[config.mk]
export PLATFORM = sky130hd
export DESIGN_NAME = panel_driver_unit
export DESIGN_NICKNAME = d
export VERILOG_FILES = /design/src/rtl/lcd_level_pick.v /design/src/rtl/panel_driver_unit.v
export VERILOG_INCLUDE_DIRS = /design/src /design/src/rtl
export SDC_FILE = /design/constraint.sdc
export NUM_CORES = 1
export LEC_CHECK = 0
export BUFFER_PORTS_ARGS = -buffer_cell sky130_fd_sc_hd__clkbuf_2
export CAP_MARGIN = 20
export CELL_PAD_IN_SITES_DETAIL_PLACEMENT = 0
export CELL_PAD_IN_SITES_GLOBAL_PLACEMENT = 1
export CORE_ASPECT_RATIO = 0.8
export CORE_MARGIN = 1
export CORE_UTILIZATION = 40
export DETAILED_ROUTE_END_ITERATION = 8
export PLACE_DENSITY = 0.75
export REMOVE_ABC_BUFFERS = 1
export SETUP_SLACK_MARGIN = 0.5
export SYNTH_ARGS = -nofsm -noshare
export SYNTH_HDL_FRONTEND = slang
export SYNTH_HIERARCHICAL = 1
export SYNTH_SLANG_ARGS = --single-unit
export TNS_END_PERCENT = 30
[constraint.sdc]
create_clock -name CORE_CLK -period 8.4 [get_ports CORE_CLK]
set_input_delay 0.42 -clock CORE_CLK [delete_from_list [all_inputs] [get_ports CORE_CLK]]
set_output_delay 0.42 -clock CORE_CLK [all_outputs]
set_load 0.05 [all_outputs]
[src/rtl/lcd_drive_map.vh]
// constants for the dot-matrix panel driver: register indices, fields,
// reset values, level codes and divider figures.
// assumes it is included by bare name from the driver's design files.
// How it works
// - 1/16 duty, 1/5 bias, 40 segments against 16 commons, 640 pixels.
// - driver fetches display memory itself each slot, no software per refresh.
// - eight segment pins each switchable between port and segment by one bit.
// - select bit 0 gives pin to port, 1 to segment; bit 0 is segment 39.
// - mode bit 7 turns display on; bit 6 picks low-voltage operation.
// - mode bit 4 zero cuts divider current; one supplies five drive levels.
// - clock bits 3:2 pick main/64, main/128, main/256 or subsystem clock.
// - clock bits 1:0 divide drive clock by 8 to 64; frame is that over 16.
// - reset clears mode register: display off, normal mode, divider cut.
// - reset clears segment-port select: all eight shared pins are ports.
// - reset clears clock select: main clock over 64, smallest division.
// - display memory sits at indices fa00 to fa4f; pixels come from it.
// - all 80 memory bytes are shown on the panel; none is spare read/write RAM.
// - memory bit 1 gives segment select level, 0 gives unselect level.
// - all levels swap between their two taps on alternate frames.
// - full on-voltage only when common and segment both at select level.
`ifndef LCD_DRIVE_MAP_VH
`define LCD_DRIVE_MAP_VH

`define MODE_IDX        16'hffb0
`define PORT_SEL_IDX    16'hffb1
`define CLK_SEL_IDX     16'hffb2
`define MEM_FIRST_IDX   16'hfa00
`define MEM_LAST_IDX    16'hfa4f
`define MEM_PAGE        9'h1f4
`define MEM_BYTES       80

`define MODE_RESET      8'h00
`define PORT_SEL_RESET  8'h00
`define CLK_SEL_RESET   8'h00
`define MODE_WMASK      8'hd0
`define CLK_WMASK       8'h0f

`define DISPLAY_ON_BIT  7
`define LOW_VOLT_BIT    6
`define DIV_POWER_BIT   4

`define SRC_MAIN_64     2'h0
`define SRC_MAIN_128    2'h1
`define SRC_MAIN_256    2'h2
`define SRC_SUB         2'h3

`define LVL_TOP         3'h0
`define LVL_1           3'h1
`define LVL_2           3'h2
`define LVL_3           3'h3
`define LVL_BOTTOM      3'h4
`define LVL_VSS         3'h5

`define SEGMENTS        40
`define COMMONS         16
`define SHARED_FIRST    32

`endif

[src/rtl/lcd_level_pick.v]
// picks the drive level code of one segment or common line.
// assumes select and polarity come from flops of the same clock.
`timescale 1ns/1ps
`include "lcd_drive_map.vh"
module lcd_level_pick (
	input  wire       is_common,
	input  wire       sel,
	input  wire       polarity,
	output reg  [2:0] level
);
	// seg select vss/top, deselect 3/2; com select top/vss, deselect 4/1
	always @* begin
		level = `LVL_VSS;
		if (is_common) begin
			if (sel)
				level = polarity ? `LVL_VSS : `LVL_TOP;
			else
				level = polarity ? `LVL_1 : `LVL_BOTTOM;
		end else begin
			if (sel)
				level = polarity ? `LVL_TOP : `LVL_VSS;
			else
				level = polarity ? `LVL_2 : `LVL_3;
		end
	end
endmodule

[src/rtl/panel_driver_unit.v]
// top of the dot-matrix panel driver: avalon-mm slave, display memory,
// drive clock dividers, common scan and registered line level codes.
// assumes SUB_CLK is an unrelated slow clock arriving on a pin.
//
// The implementer's own choice: register access over Avalon-MM.
`timescale 1ns/1ps
`include "lcd_drive_map.vh"
module panel_driver_unit (
	input  wire         CORE_CLK,
	input  wire         NRST,
	input  wire         SUB_CLK,
	input  wire [17:0]  AVS_ADDRESS,
	input  wire         AVS_READ,
	input  wire         AVS_WRITE,
	input  wire [31:0]  AVS_WRITEDATA,
	input  wire [3:0]   AVS_BYTEENABLE,
	output reg  [31:0]  AVS_READDATA,
	output reg          AVS_WAITREQUEST,
	output reg  [119:0] SEG_LEVEL,
	output reg  [47:0]  COM_LEVEL,
	output reg  [39:0]  SEG_ENABLE,
	output reg          DIVIDER_ENABLE,
	output reg          LOW_VOLTAGE,
	output reg  [7:0]   SEGMENT_PORT_SELECT
);
	reg  [7:0]  display_mode_control;
	reg  [7:0]  segment_port_select;
	reg  [7:0]  drive_clock_select;
	reg  [7:0]  mem [0:`MEM_BYTES-1];
	reg  [7:0]  prescale;
	reg  [5:0]  drive_count;
	reg  [3:0]  slot;
	reg         polarity;
	reg  [39:0] seg_bits;
	reg         sub_meta;
	reg         sub_sync;
	reg         sub_last;
	wire [15:0] word_idx;
	wire        mem_hit;
	wire [6:0]  mem_idx;
	wire        access;
	wire        drive_clock;
	wire        slot_tick;
	wire [3:0]  next_slot;
	wire [39:0] next_bits;
	wire        display_on;
	wire [119:0] seg_code;
	wire [47:0]  com_code;
	reg  [7:0]  read_value;

	// all-ones test of the low bits of a counter, mask picked by a code
	function tick_of;
		input [7:0] count;
		input [1:0] code;
		input       coarse;
		reg   [7:0] mask;
		begin
			mask = 8'h00;
			if (coarse)
				mask = (code == `SRC_MAIN_64) ? 8'h3f :
				       (code == `SRC_MAIN_128) ? 8'h7f : 8'hff;
			else
				mask = (code == 2'h0) ? 8'h07 :
				       (code == 2'h1) ? 8'h0f :
				       (code == 2'h2) ? 8'h1f : 8'h3f;
			tick_of = ((count & mask) == mask);
		end
	endfunction

	assign word_idx = AVS_ADDRESS[17:2];
	// byte index is the low seven bits of the word index; the window starts
	// on a 128-word boundary, so no subtraction is needed
	assign mem_hit  = (word_idx >= `MEM_FIRST_IDX) &&
	                  (word_idx <= `MEM_LAST_IDX);
	assign mem_idx  = AVS_ADDRESS[8:2];
	assign access   = AVS_WRITE && !AVS_WAITREQUEST && AVS_BYTEENABLE[0];
	assign display_on = display_mode_control[`DISPLAY_ON_BIT];

	// read value is sampled at the edge that drops waitrequest
	always @* begin
		read_value = 8'h00;
		if (word_idx == `MODE_IDX)
			read_value = display_mode_control;
		else if (word_idx == `PORT_SEL_IDX)
			read_value = segment_port_select;
		else if (word_idx == `CLK_SEL_IDX)
			read_value = drive_clock_select;
		else if (mem_hit)
			read_value = mem[mem_idx];
	end

	// one wait cycle per access; unmapped reads give zero, writes vanish
	always @(posedge CORE_CLK or negedge NRST) begin
		if (!NRST) begin
			AVS_WAITREQUEST <= 1'b1;
			AVS_READDATA    <= 32'h00000000;
		end else begin
			if ((AVS_READ || AVS_WRITE) && AVS_WAITREQUEST) begin
				AVS_WAITREQUEST <= 1'b0;
				AVS_READDATA    <= {24'h000000, read_value};
			end else begin
				AVS_WAITREQUEST <= 1'b1;
			end
		end
	end

	always @(posedge CORE_CLK or negedge NRST) begin
		if (!NRST) begin
			display_mode_control <= `MODE_RESET;
			segment_port_select  <= `PORT_SEL_RESET;
			drive_clock_select   <= `CLK_SEL_RESET;
		end else if (access) begin
			// fixed-zero bits are not stored, so they always read zero
			if (word_idx == `MODE_IDX)
				display_mode_control <= AVS_WRITEDATA[7:0] & `MODE_WMASK;
			if (word_idx == `PORT_SEL_IDX)
				segment_port_select <= AVS_WRITEDATA[7:0];
			if (word_idx == `CLK_SEL_IDX)
				drive_clock_select <= AVS_WRITEDATA[7:0] & `CLK_WMASK;
		end
	end

	// memory is not reset; contents are undefined until software fills it
	always @(posedge CORE_CLK) begin
		if (access && mem_hit)
			mem[mem_idx] <= AVS_WRITEDATA[7:0];
	end

	// subsystem clock: two flops, then an edge detector on the second
	always @(posedge CORE_CLK or negedge NRST) begin
		if (!NRST) begin
			sub_meta <= 1'b0;
			sub_sync <= 1'b0;
			sub_last <= 1'b0;
		end else begin
			sub_meta <= SUB_CLK;
			sub_sync <= sub_meta;
			sub_last <= sub_sync;
		end
	end

	// drive clock is a one-cycle enable, never a real clock
	assign drive_clock = (drive_clock_select[3:2] == `SRC_SUB) ?
	                     (sub_sync && !sub_last) :
	                     tick_of(prescale, drive_clock_select[3:2], 1'b1);
	assign slot_tick = drive_clock &&
	                   tick_of({2'b00, drive_count},
	                           drive_clock_select[1:0], 1'b0);
	assign next_slot = slot + 4'h1;

	// fetch the forty bits of the coming slot straight from memory
	genvar s;
	generate
		for (s = 0; s < `SEGMENTS; s = s + 1) begin : fetch
			assign next_bits[s] =
				mem[2*s + next_slot[3]][next_slot[2:0]];
		end
	endgenerate

	always @(posedge CORE_CLK or negedge NRST) begin
		if (!NRST) begin
			prescale    <= 8'h00;
			drive_count <= 6'h00;
			slot        <= 4'h0;
			polarity    <= 1'b0;
			seg_bits    <= 40'h0000000000;
		end else begin
			prescale <= prescale + 8'h01;
			if (drive_clock)
				drive_count <= drive_count + 6'h01;
			if (!display_on) begin
				slot     <= 4'h0;
				polarity <= 1'b0;
			end else if (slot_tick) begin
				slot     <= next_slot;
				seg_bits <= next_bits;
				if (slot == 4'hf)
					polarity <= !polarity;
			end
		end
	end

	generate
		for (s = 0; s < `SEGMENTS; s = s + 1) begin : seg_line
			lcd_level_pick u_pick (
				.is_common (1'b0),
				.sel       (seg_bits[s]),
				.polarity  (polarity),
				.level     (seg_code[3*s+2:3*s])
			);
		end
		for (s = 0; s < `COMMONS; s = s + 1) begin : com_line
			lcd_level_pick u_pick (
				.is_common (1'b1),
				.sel       (slot == s),
				.polarity  (polarity),
				.level     (com_code[3*s+2:3*s])
			);
		end
	endgenerate

	// lines rest at vss while the display is off or the divider is cut
	integer k;
	always @(posedge CORE_CLK or negedge NRST) begin
		if (!NRST) begin
			SEG_LEVEL           <= {40{`LVL_VSS}};
			COM_LEVEL           <= {16{`LVL_VSS}};
			SEG_ENABLE          <= 40'h00ffffffff;
			DIVIDER_ENABLE      <= 1'b0;
			LOW_VOLTAGE         <= 1'b0;
			SEGMENT_PORT_SELECT <= 8'h00;
		end else begin
			DIVIDER_ENABLE <= display_mode_control[`DIV_POWER_BIT];
			LOW_VOLTAGE    <= display_mode_control[`LOW_VOLT_BIT];
			SEGMENT_PORT_SELECT <= segment_port_select;
			for (k = 0; k < `SEGMENTS; k = k + 1) begin
				if (k >= `SHARED_FIRST)
					SEG_ENABLE[k] <= segment_port_select[39-k];
				else
					SEG_ENABLE[k] <= 1'b1;
			end
			if (display_on && display_mode_control[`DIV_POWER_BIT]) begin
				SEG_LEVEL <= seg_code;
				COM_LEVEL <= com_code;
			end else begin
				SEG_LEVEL <= {40{`LVL_VSS}};
				COM_LEVEL <= {16{`LVL_VSS}};
			end
		end
	end
endmodule

==> metrics.md <==
| Metric | Value |
|---|---|
| Async SR Flop Fraction | `0.292` |
| Starting Density | `0.405` |
| Register bit total from synthesis | `904` |
| Fin. Hold Viols | `0` |
| Worst hold path class | `input port to flip-flop` |
| Core area | `105,000 um2` |
| Worst setup margin | `4330 ps` |
| Area grow syn2layout | `14.5%` |
| Largest net degree at the start of global routing | `139` |
| Max-slew violations | `0` |
| Sum Neg Setup Slack | `0 ps` |
| RSZ-0062 raised after global routing | `no` |
| Yosys top cell by area | `edfxtp_1` |
| Iteration-0 DRC Markers | `4,215` |
| Deepest clock path buffer count | `3` |
| Max Freq | `245 MHz` |
| Combinational power share | `0.058` |
| Final #Nets | `3,476` |
| Antenna violations before repair | `5` |
| First-pass GRT wire length | `197 mm` |
| DRC | `0` |
| Status | `complete, no violations` |
| Crit end category | `flip-flop` |
| Die height | `293 um` |
| Leak pwr | `0.0174 uW` |
| Hold slack final | `287 ps` |
| Boundary pin count | `310` |
| Cts hold-fix bufs | `4` |
| Vias | `28,980` |
| Non-filler cells, final | `4,842` |
| Worst-margin pin slew | `1250 ps` |
| Horiz. Die Dim | `366 um` |
| Met1 wire length | `55.5 mm` |
| Clock power share | `0.456` |
| Synth top area share | `0.454` |
| Post-CTS Setup Inserts | `0` |
| Sw Share | `0.233` |
| Max Cap Violations | `0` |
| Worst setup SP type | `input port` |
| Internal cell power | `7550 uW` |
| # rows | `106` |
| Pwr Density | `203 nW/um2` |
| CP required | `8730 ps` |
| PostCTS Resize Cnt | `0` |
| HPWL Detailed | `84.5 mm` |
| Unique masters post-synth | `77` |
| PortBufs | `224` |
| Highest routed layer | `met5` |
| Routability cong. | `0.982` |
| Met3 wire length | `19.7 mm` |
| Worst Skew | `22.4 ps` |
| Type of the worst setup path | `input port to flip-flop` |
| Post-synthesis sequential area ratio | `0.613` |
| Max-slew headroom | `0.165` |
| Routed Antenna Nets | `0` |
| Routed WL | `137 mm` |
| Synth warnings | `6` |
| Setup violators final | `0` |
| Diode count | `0` |
| CTS tree | `yes` |
| Vias in the first global route | `27,653` |
| CTS Root Buffer Type | `clkbuf_16` |
| First-pass iteration count of the detailed router | `6` |
| Total power draw | `9840 uW` |
| Worst Path Arrival | `4400 ps` |
| Wire length per cell | `28.2 um` |
| # clock sinks | `904` |
| Gr ovfl total | `0` |
| Seq pwr share | `0.487` |
| Met2 WL | `56.1 mm` |
| Most used DFF post-synth | `edfxtp_1` |
| Placed insts | `4,657` |
| Top post-synthesis cells by area | `edfxtp_1 45%, dfrtp_1 8.9%, dfstp_2 7.0%` |
| Mapped Area | `42,300 um2` |
| Die Area | `107,000 um2` |
| Post-Synthesis Cells | `3,038` |
| CTS buffer count | `96` |
| Final Cycle Share | `0.485` |
| Critical Path Fanout Max | `67` |
| CTS clk-pin slew, worst paths | `60 ps` |
| VDD IR max | `0.156 mV` |
| Vias per inst | `5.99` |
| Clk_lat worst skew | `710 ps` |
| Post-layout min period | `4070 ps` |
| Share of layout cells above drive strength 1 | `0.287` |
| Post-synth EDFFs | `640` |
| Htree depth | `3` |
| Synth Area per Inst | `13.9 um2` |
| Total Routing Usage GR | `0.251` |
| P_sw | `2290 uW` |
| DP Worst Slack | `3830 ps` |
-- state kept, by name (all words and copies together), names as in the netlist --
register              count
SEGMENT_PORT_SELECT       7
sub_meta                  1
drive_clock_select        4
display_mode_control      3
LOW_VOLTAGE               1
polarity                  1
slot                      4
DIVIDER_ENABLE            1
sub_sync                  1
sub_last                  1
prescale                  8
drive_count               6
AVS_READDATA              8
mem                     640
segment_port_select       8
seg_bits                 40
AVS_WAITREQUEST           1
SEG_LEVEL               120
SEG_ENABLE                1
COM_LEVEL                48
-- cells in the mapped netlist (18+ instances only) --
| library cell | n |
|---|---|
| nand2_1 | 117 |
| a211oi_1 | 18 |
| o221ai_1 | 166 |
| clkbuf_1 | 117 |
| o221a_2 | 43 |
| mux4_2 | 105 |
| a21oi_1 | 55 |
| a31oi_1 | 49 |
| edfxtp_1 | 640 |
| nand3_1 | 18 |
| buf_2 | 65 |
| dfstp_2 | 113 |
| o22ai_1 | 119 |
| xnor2_1 | 64 |
| o21ai_0 | 91 |
| mux2_2 | 89 |
| nor2_1 | 234 |
| ha_1 | 62 |
| and3_1 | 62 |
| mux2i_1 | 103 |
| inv_1 | 70 |
| dfrtp_1 | 151 |
| mux2_4 | 57 |
| buf_4 | 85 |
| or2_2 | 119 |
-- cell families after synthesis --
logic type / count (synthesis) / synth area share
AOI/OAI and AO/OA: 659 / 0.115
buffers and inverters: 362 / 0.0430
other: 2 / 0.000177
DFF: 904 / 0.613
adders and majority gates: 62 / 0.0183
xor gates and xnor gates: 72 / 0.0151
and+or+nand+nor: 623 / 0.0709
muxes: 354 / 0.124
-- through the flow --
stage | utilization | instance area, um2
finish | 0.463 | 48500
floorplan | - | 41600
global route | 0.463 | 48500
CTS | 0.463 | 48500
global placement | 0.431 | 45100
detailed placement | 0.431 | 45100
-- critical path, stage by stage --
cell     delay, ps
buf_6          490
buf_4          610
nor2b_1        410
buf_4          450
nand3_1        870
nor2_1        1080
-- final timing paths --
| kind | start | end | slack [ps] | cells after the start |
|---|---|---|---|---|
| max in group asynchronous | NRST | polarity | 6650 | 3 |
| worst max-delay path | AVS_ADDRESS[3] | mem[22][2] | 4330 | 6 |
| worst max register to register | slot[0] | seg_bits[8] | 4340 | 9 |
| min in group asynchronous | NRST | SEG_LEVEL[55] | 350 | 2 |
| worst min-delay path | AVS_ADDRESS[8] | AVS_READDATA[1] | 290 | 4 |
| worst min register to register | sub_meta | sub_sync | 340 | 0 |
-- cell type report --
cell class | count | area [um2]
clock buffer | 142 | 2850
clock inverter | 39 | 472
fill | 9185 | 56200
inverter | 70 | 268
multi-input combinational | 1994 | 15500
sequential | 904 | 26000
tap | 1404 | 1760
timing repair buffer | 289 | 1680
-- power by group through the flow --
stage	clock [uW]	sequential, uW	combinational [uW]
global route	4690	4790	585
CTS	4540	4790	545
finish	4480	4790	568
global placement	0	4880	537
floorplan	0	4880	252
detailed placement	0	4880	543
-- metal layers --
metal | GRT usage | vias up
met5 | 0 | -
met4 | 0.0879 | 8
met3 | 0.0956 | 331
met2 | 0.348 | 1989
met1 | 0.356 | 14477
li1 | - | 12175
-- placed cells by master, fill, tap and decap left out, drive strengths merged, types with 12 or more instances in the layout --
cell type	synthesis	final
and2	17	17
ha	62	62
or2	119	119
and3	62	62
mux2i	103	103
dfstp	113	113
o221ai	166	166
clkinv	0	22
nor2	235	235
a31oi	49	49
o221a	43	43
o22ai	119	119
nor3	13	13
a21oi	55	55
a211oi	18	18
buf	175	65
nand3	18	18
o21ai	93	93
mux2	146	146
nand2	118	118
edfxtp	640	640
clkbuf	117	362
conb	2	224
xnor2	65	65
dfrtp	151	151
a22oi	17	17
inv	70	75
mux4	105	105
nor2b	12	12
a221oi	18	18
Note: power is estimated with default switching activity, not from simulation.
